--- config.mk ---
export PLATFORM = sky130hd
export DESIGN_NAME = cpuam_decoder
export DESIGN_NICKNAME = d
export VERILOG_FILES = /design/src/cpuam_pkg.sv /design/src/cpuam_decoder.sv /design/src/cpuam_ea_add.sv
export VERILOG_INCLUDE_DIRS = /design/src
export SDC_FILE = /design/constraint.sdc
export NUM_CORES = 1
export LEC_CHECK = 0
export BUFFER_PORTS_ARGS = -buffer_cell sky130_fd_sc_hd__buf_2
export CAP_MARGIN = 30
export CORE_ASPECT_RATIO = 1.25
export CORE_MARGIN = 5
export CORE_UTILIZATION = 55
export CTS_CLUSTER_SIZE = 14
export DETAILED_ROUTE_END_ITERATION = 8
export GPL_ROUTABILITY_DRIVEN = 0
export PLACE_DENSITY = 0.75
export SLEW_MARGIN = 20
export SYNTH_ARGS = -nofsm -noshare
export SYNTH_HDL_FRONTEND = slang
export SYNTH_SLANG_ARGS = --single-unit
--- constraint.sdc ---
create_clock -name clk_sys -period 6.7 [get_ports clk_sys]
set_input_delay 0.67 -clock clk_sys [delete_from_list [all_inputs] [get_ports clk_sys]]
set_output_delay 0.67 -clock clk_sys [all_outputs]
set_load 0.01 [all_outputs]
--- src/cpuam_defines.svh ---
// constants of the cpu operand addressing decoder
`ifndef CPUAM_DEFINES_SVH
`define CPUAM_DEFINES_SVH

// ----------------------------------------
// prebytes and special opcodes
// ----------------------------------------
`define CPUAM_PFX_NONE 8'h00
`define CPUAM_PFX_Y 8'h90
`define CPUAM_PFX_IY 8'h91
`define CPUAM_PFX_IND 8'h92
`define CPUAM_OP_MASK 8'h9B
`define CPUAM_OP_UNMASK 8'h9A
`define CPUAM_OP_HALT 8'h8E
`define CPUAM_OP_SLEEP 8'h8F

// ----------------------------------------
// reset values and address limits
// ----------------------------------------
`define CPUAM_PC_RESET 16'h0000
`define CPUAM_LVL_MASKED 2'h3
`define CPUAM_LVL_OPEN 2'h0
`define CPUAM_ZP_HI 8'h00
`define CPUAM_SHORT_IDX_MAX 16'h01FE

`endif

--- src/cpuam_pkg.sv ---
// types of the cpu operand addressing decoder
package cpuam_pkg;

   // ----------------------------------------
   // sequencer states, one-hot
   // ----------------------------------------
   typedef enum logic [6:0] {
      ST_OPC = 7'h01,
      ST_ARG = 7'h02,
      ST_PTR = 7'h04,
      ST_REL = 7'h08,
      ST_DONE = 7'h10,
      ST_HALT = 7'h20,
      ST_SLEEP = 7'h40
   } cpuam_state_type;

   // ----------------------------------------
   // addressing mode summary of one opcode
   // ----------------------------------------
   typedef struct packed {
      logic [1:0] nargs;
      logic [1:0] ptrw;
      logic idx;
      logic rel_pc;
      logic rel_ptr;
      logic rmw;
      logic zp;
      logic mem;
      logic imm;
   } cpuam_info_type;

   // ----------------------------------------
   // whole state of the decoder
   // ----------------------------------------
   typedef struct packed {
      cpuam_state_type st;
      logic pend;
      logic rd;
      logic [15:0] addr;
      logic [15:0] pc;
      logic [15:0] ins_pc;
      logic [7:0] opc;
      logic [7:0] pfx;
      cpuam_info_type info;
      logic [1:0] cnt;
      logic [7:0] ptr;
      logic [15:0] base;
      logic [7:0] off;
      logic [15:0] ea;
      logic ea_v;
      logic imm_v;
      logic [7:0] operand;
      logic [15:0] rel_tgt;
      logic rel_v;
      logic done;
      logic use_y;
      logic [1:0] lvl;
      logic osc_stop;
      logic low_pwr;
      logic sync1;
      logic sync2;
   } cpuam_regs_type;

endpackage

--- src/cpuam_decoder.sv ---
// operand addressing decoder: fetches operand bytes and forms addresses
`timescale 1ns/1ps
`include "cpuam_defines.svh"
module cpuam_decoder
   import cpuam_pkg::*;
#(
   parameter logic [15:0] RESET_PC = `CPUAM_PC_RESET
)
(
   input wire logic clk_sys,
   input wire logic rst_n,
   input wire logic [7:0] mem_rdata,
   input wire logic [7:0] idx_x,
   input wire logic [7:0] idx_y,
   input wire logic irq_wake,
   output logic [15:0] mem_addr,
   output logic mem_rd,
   output logic [15:0] pc,
   output logic [7:0] opcode,
   output logic instr_done,
   output logic [15:0] ea,
   output logic ea_valid,
   output logic [7:0] operand,
   output logic imm_valid,
   output logic [15:0] rel_target,
   output logic rel_valid,
   output logic use_y,
   output logic rmw_op,
   output logic [1:0] irq_level,
   output logic osc_stop,
   output logic low_power
);

   // ----------------------------------------
   // state and adders
   // ----------------------------------------
   cpuam_regs_type q;
   cpuam_regs_type n;
   cpuam_info_type dec;
   logic [15:0] sum_ea;
   logic [15:0] sum_tgt;
   logic is_pfx;

   cpuam_ea_add u_add
   (
      .base(q.base),
      .index(q.use_y ? idx_y : idx_x),
      .use_index(q.info.idx),
      .pc(q.pc),
      .offset(q.off),
      .ea(sum_ea),
      .target(sum_tgt)
   );

   // ----------------------------------------
   // opcode classification
   // ----------------------------------------
   // the high nibble picks the addressing group; a pointer prebyte turns
   // the direct groups and the indexed groups other than 7 and F into their indirect forms
   function automatic cpuam_info_type am_decode(input logic [7:0] op, input logic [7:0] pfx);
      cpuam_info_type i;
      logic ind;
      i = '0;
      ind = (pfx == `CPUAM_PFX_IND) || (pfx == `CPUAM_PFX_IY);
      case (op[7:4])
         4'h0:
         begin
            // bit test and branch: address, optional pointer, then offset
            i.nargs = 2'd1;
            i.ptrw = {1'b0, ind};
            i.rel_pc = 1'b1;
            i.rmw = 1'b1;
            i.zp = 1'b1;
            i.mem = 1'b1;
         end
         4'h1, 4'h3:
         begin
            i.nargs = 2'd1;
            i.ptrw = {1'b0, ind};
            i.rmw = 1'b1;
            i.zp = 1'b1;
            i.mem = 1'b1;
         end
         4'h2:
         begin
            // relative jump; indirect takes the offset from page zero
            i.nargs = {1'b0, ind};
            i.rel_pc = !ind;
            i.rel_ptr = ind;
         end
         4'h6:
         begin
            i.nargs = 2'd1;
            i.ptrw = {1'b0, ind};
            i.idx = 1'b1;
            i.rmw = 1'b1;
            i.mem = 1'b1;
         end
         4'h7, 4'hF:
         begin
            i.idx = 1'b1;
            i.rmw = (op[7:4] == 4'h7);
            i.zp = 1'b1;
            i.mem = 1'b1;
         end
         4'hA:
         begin
            i.nargs = 2'd1;
            i.imm = 1'b1;
         end
         4'hB:
         begin
            i.nargs = 2'd1;
            i.ptrw = {1'b0, ind};
            i.zp = 1'b1;
            i.mem = 1'b1;
         end
         4'hC, 4'hD:
         begin
            // long forms; indirect keeps one pointer byte, reads a word
            i.nargs = ind ? 2'd1 : 2'd2;
            i.ptrw = ind ? 2'd2 : 2'd0;
            i.idx = (op[7:4] == 4'hD);
            i.mem = 1'b1;
         end
         4'hE:
         begin
            i.nargs = 2'd1;
            i.ptrw = {1'b0, ind};
            i.idx = 1'b1;
            i.mem = 1'b1;
         end
         default:
         begin
            // inherent groups: nothing follows the opcode
            i = '0;
         end
      endcase
      return i;
   endfunction

   assign dec = am_decode(mem_rdata, q.pfx);
   assign is_pfx = (mem_rdata == `CPUAM_PFX_Y) || (mem_rdata == `CPUAM_PFX_IY)
                 || (mem_rdata == `CPUAM_PFX_IND);

   // ----------------------------------------
   // next state
   // ----------------------------------------
   // each byte is a two-cycle step: issue the read, then take the data,
   // which memory presents while mem_rd is high
   always_comb
   begin
      n = q;
      n.rd = 1'b0;
      n.ea_v = 1'b0;
      n.imm_v = 1'b0;
      n.rel_v = 1'b0;
      n.done = 1'b0;
      n.sync1 = irq_wake;
      n.sync2 = q.sync1;
      case (q.st)
         ST_OPC:
         begin
            if (!q.pend)
            begin
               n.rd = 1'b1;
               n.addr = q.pc;
               n.pend = 1'b1;
            end
            else
            begin
               n.pend = 1'b0;
               n.pc = q.pc + 16'h0001;
               if (is_pfx)
               begin
                  n.pfx = mem_rdata;
               end
               else
               begin
                  n.opc = mem_rdata;
                  n.ins_pc = q.pc;
                  n.info = dec;
                  n.cnt = dec.nargs;
                  n.base = 16'h0000;
                  // both 90 and 91 move the indexing onto the second register
                  n.use_y = (q.pfx == `CPUAM_PFX_Y) || (q.pfx == `CPUAM_PFX_IY);
                  if (dec.nargs != 2'd0)
                     n.st = ST_ARG;
                  else if (dec.rel_pc)
                     n.st = ST_REL;
                  else
                     n.st = ST_DONE;
               end
            end
         end
         ST_ARG:
         begin
            if (!q.pend)
            begin
               n.rd = 1'b1;
               n.addr = q.pc;
               n.pend = 1'b1;
            end
            else
            begin
               n.pend = 1'b0;
               n.pc = q.pc + 16'h0001;
               // high byte comes first, so shifting builds the word
               n.base = {q.base[7:0], mem_rdata};
               n.ptr = mem_rdata;
               n.cnt = q.cnt - 2'd1;
               if (q.cnt == 2'd1)
               begin
                  if (q.info.ptrw != 2'd0)
                  begin
                     n.st = ST_PTR;
                     n.cnt = q.info.ptrw;
                     n.base = 16'h0000;
                  end
                  else if (q.info.rel_pc || q.info.rel_ptr)
                     n.st = ST_REL;
                  else
                     n.st = ST_DONE;
               end
            end
         end
         ST_PTR:
         begin
            if (!q.pend)
            begin
               n.rd = 1'b1;
               n.addr = {`CPUAM_ZP_HI, q.ptr};
               n.pend = 1'b1;
            end
            else
            begin
               n.pend = 1'b0;
               // a word pointer's second byte stays inside page zero
               n.ptr = q.ptr + 8'h01;
               n.base = {q.base[7:0], mem_rdata};
               n.cnt = q.cnt - 2'd1;
               if (q.cnt == 2'd1)
                  n.st = q.info.rel_pc ? ST_REL : ST_DONE;
            end
         end
         ST_REL:
         begin
            if (!q.pend)
            begin
               n.rd = 1'b1;
               n.addr = q.info.rel_ptr ? {`CPUAM_ZP_HI, q.base[7:0]} : q.pc;
               n.pend = 1'b1;
            end
            else
            begin
               n.pend = 1'b0;
               n.off = mem_rdata;
               if (!q.info.rel_ptr)
                  n.pc = q.pc + 16'h0001;
               n.st = ST_DONE;
            end
         end
         ST_DONE:
         begin
            n.done = 1'b1;
            n.ea = sum_ea;
            n.ea_v = q.info.mem;
            n.operand = q.base[7:0];
            n.imm_v = q.info.imm;
            n.rel_tgt = sum_tgt;
            n.rel_v = q.info.rel_pc || q.info.rel_ptr;
            n.pfx = `CPUAM_PFX_NONE;
            n.st = ST_OPC;
            if (q.opc == `CPUAM_OP_MASK)
               n.lvl = `CPUAM_LVL_MASKED;
            if (q.opc == `CPUAM_OP_UNMASK)
               n.lvl = `CPUAM_LVL_OPEN;
            if (q.opc == `CPUAM_OP_HALT)
            begin
               n.osc_stop = 1'b1;
               n.low_pwr = 1'b1;
               n.st = ST_HALT;
            end
            if (q.opc == `CPUAM_OP_SLEEP)
            begin
               n.low_pwr = 1'b1;
               n.st = ST_SLEEP;
            end
         end
         ST_HALT, ST_SLEEP:
         begin
            // only an interrupt ends either low power state
            if (q.sync2)
            begin
               n.osc_stop = 1'b0;
               n.low_pwr = 1'b0;
               n.st = ST_OPC;
            end
         end
         default:
         begin
            n.st = ST_OPC;
            n.pend = 1'b0;
         end
      endcase
   end

   // ----------------------------------------
   // state register
   // ----------------------------------------
   // interrupts start masked, as software must open them explicitly
   always_ff @(posedge clk_sys or negedge rst_n)
   begin
      if (!rst_n)
      begin
         q <= '0;
         q.st <= ST_OPC;
         q.pc <= RESET_PC;
         q.lvl <= `CPUAM_LVL_MASKED;
      end
      else
      begin
         q <= n;
      end
   end

   // ----------------------------------------
   // outputs
   // ----------------------------------------
   assign mem_addr = q.addr;
   assign mem_rd = q.rd;
   assign pc = q.pc;
   assign opcode = q.opc;
   assign instr_done = q.done;
   assign ea = q.ea;
   assign ea_valid = q.ea_v;
   assign operand = q.operand;
   assign imm_valid = q.imm_v;
   assign rel_target = q.rel_tgt;
   assign rel_valid = q.rel_v;
   assign use_y = q.use_y;
   assign rmw_op = q.info.rmw;
   assign irq_level = q.lvl;
   assign osc_stop = q.osc_stop;
   assign low_power = q.low_pwr;
endmodule // cpuam_decoder

--- src/cpuam_ea_add.sv ---
// effective address and branch target adders
`timescale 1ns/1ps
module cpuam_ea_add
(
   input wire logic [15:0] base,
   input wire logic [7:0] index,
   input wire logic use_index,
   input wire logic [15:0] pc,
   input wire logic [7:0] offset,
   output logic [15:0] ea,
   output logic [15:0] target
);

   // ----------------------------------------
   // adders
   // ----------------------------------------
   // full 16-bit sum so a short offset plus index lands above page zero
   assign ea = base + {8'h00, (use_index ? index : 8'h00)};
   // offset is sign extended, giving a reach of -128..+127
   assign target = pc + {{8{offset[7]}}, offset};

endmodule // cpuam_ea_add

==> impl_results.md <==
* R2R depth at 10
* Setup-failing EPs final at 0
* Ports at 118
* Synth top area cells: dfrtp_1 44%, buf_4 7.6%, nand2_1 5.9%
* I/O Buffers at 117
* Tot Pwr at 3.886 mW
* Share of cells above drive strength 1 at 0.2080
* Clock buffer depth at 2
* Clock-pin slew on the worst setup and hold paths at 0.06 ns
* GRT overflow at 0
* Minimum clock period after layout at 2.957 ns
* Antenna viol nets, final at 0
* Antenna Cells at 0
* Cell total after placement at 1054
* # clock sinks at 149
* Post-route insts no fill at 1086
* CP bufs+invs at 0
* Reg2Reg Setup Slack at 3.74 ns
* Power per Cell Area at 430.6 nW/um2
* Max incr delay on CP at 0.63 ns
* Max VDD drop at 249.3 uV
* Die extent in x at 120.2 um
* Max Cap Viol at 0
* Die Ht at 147.7 um
* H-tree levels at 4
* Synth cell count leaders: 147 x dfrtp_1, 132 x nand2_1, 85 x buf_4
* Die area at 17750 um2
* Critical R2R Capture: ea[12]
* Initial antenna violation count at 0
* Vias in the first global route at 6258
* Post-synth EDFFs at 0
* Total Routing Usage GR at 0.2223
* Netlist Area Pre-Place at 8343 um2
* Area Growth Syn to Fin at 8.173%
* Share of the yosys chip area belonging to registers at 0.4472
* Status: finished clean
* Post-DP HPWL at 13410 um
* Count leader, synth: dfrtp_1
* Worst r2r src: use_y
* Post-cts resize count at 0
* Fin. Hold Viols at 0
* DRC Markers at 0
* Syn_nets at 923
* DR iter-0 viols at 456
* Dpl ws at 3.752 ns
* CP cell instances: mux2i_1 -> nor2b_1 -> ha_1 -> fa_1 -> a21oi_1 -> o21ai_0 -> a41oi_1 -> nand2b_1 -> a311oi_1 -> nor3_1
* Storage element area at 3731 um2
* Per-cell routed wire length at 17.22 um
* Achievable clock frequency at 338.1 MHz
* Starting Density at 0.5580
* CTS root buffer: clkbuf_16
* Row cnt at 50
* RSZ-0062 raised after global routing: no
* Async SR Flop Fraction at 1.000
* Crit path launch type: register
* Synthesized area per cell at 9.612 um2
* Post-Route WL at 18710 um
* Hold WC Path Type: primary input to asynchronous set/reset pin
* Setup crit end kind: register
* Setup TNS at 0 ns
* Pin count of the biggest net entering global routing at 74
* Final hold slack at 0.2228 ns
* Setup CP Type: register to register
* Largest fanout on the critical path at 10
* Clk_skew at 0.005959 ns
* Setup ws final at 3.743 ns
* Clk_lat worst skew at 0.42 ns
* Num CTS Buffers at 17
* Drt via density at 5.797
* CP arrival at 3.26 ns
* Drt first pass iters at 5
* TritonCTS clock tree: built
* Slowest stage cell, crit path: dfrtp_1
* Global-route wire length before repair at 31730 um
* Yosys reg bits at 149
* Via count at 6295
* Synth unique cells at 68
* CTS Hold Buffers Added at 0
* Yosys top cell by area: dfrtp_1
* Leakage power of the design at 4.431 nW
* Post-synth top area share at 0.4409
* Yosys Warn Count at 0
* Area of the multi-input gates at 3772 um2
* Syn Inst Count at 868
* Setup Buffers After CTS at 0
* Final net count at 947
* # fillers at 1280
* Tcrit/Tclk final at 0.4414
* Largest delay share family, worst path: compound AO/OA/AOI/OAI gates
* Critical Path RT at 7.00 ns
* Core region area at 14950 um2
* Max-slew headroom at 0.4811
* Post-synth top flop: dfrtp_1
* Worst-margin pin slew at 0.7783 ns
* Slew Viols, Final at 0
kinds of logic (layout without fill, tap and decap cells):
family | after synthesis | count (layout) | share of synthesized area
adder cells (fa/ha/maj) | 28 | 28 | 0.04379
flip-flops | 149 | 149 | 0.4472
XOR/XNOR | 42 | 42 | 0.04409
AO/OA/AOI/OAI | 198 | 198 | 0.1554
AND/OR/NAND/NOR | 287 | 287 | 0.1674
multiplexers | 32 | 32 | 0.04154
buffers and inverters | 132 | 168 | 0.1006
cells in the final DEF (no fill, tap or decap), drive strengths merged, types with 14 or more instances in the layout:
| cell | instances |
|---|---|
| xor2 | 19 |
| o21ai | 73 |
| inv | 15 |
| nor2 | 36 |
| nand2 | 133 |
| nand3 | 26 |
| a22o | 17 |
| buf | 123 |
| xnor2 | 23 |
| and3 | 14 |
| clkbuf | 20 |
| mux2 | 21 |
| ha | 26 |
| a21oi | 34 |
| dfrtp | 147 |
where the power goes:
group	total [mW]	switching [mW]	internal (mW)
clock network	0.942	0.375	0.567
logic	1.46	0.846	0.617
registers	1.48	0.290	1.19
total	3.89	1.51	2.37
sequential cells by signal, indices dropped and copies added (netlist names):
| signal | cells |
|---|---|
| mem_rd | 1 |
| rel_target | 16 |
| imm_valid | 1 |
| irq_level | 1 |
| pc | 16 |
| ea | 16 |
| rmw_op | 1 |
| operand | 8 |
| rel_valid | 1 |
| instr_done | 1 |
| mem_addr | 16 |
| osc_stop | 1 |
| opcode | 8 |
| use_y | 1 |
| ea_valid | 1 |
| low_power | 1 |
| q | 58 |
| n | 1 |
layout make-up:
type | instances | share of cell area
multi-input cells | 587 | 0.4180
flip-flops and latches | 149 | 0.4134
repair buffers | 123 | 0.07279
clock buffers | 20 | 0.05060
well taps | 182 | 0.02523
clock inverters | 11 | 0.01414
inverters | 14 | 0.005823
worst max path at each step:
stage / cells past startpoint / startpoint / end
2_1_floorplan: 11 / use_y / ea[12]
3_5_place_dp: 11 / idx_y[0] / ea[12]
5_1_grt: 10 / use_y / ea[12]
4_1_cts: 10 / use_y / ea[12]
3_3_place_gp: 6 / q[165] / q[164]
6_report: 10 / use_y / ea[12]
per-stage QoR:
step | cell area, um2 | utilization
final | 9025 | 0.6036
after detailed placement | 8429 | 0.5638
after CTS | 9014 | 0.6028
after global routing | 9025 | 0.6036
after floorplan | 8343 | -
after global placement | 8398 | 0.5617
routing by layer:
metal	track usage	part of all wire	routed length, um	up-vias
met5	0	0	0	-
met4	0.09914	0.033	622	0
met3	0.03636	0.041	770	37
met2	0.3716	0.50	9271	163
met1	0.2845	0.43	8041	3055
li1	-	-	-	3040
Power figures use the tool's default switching activity.
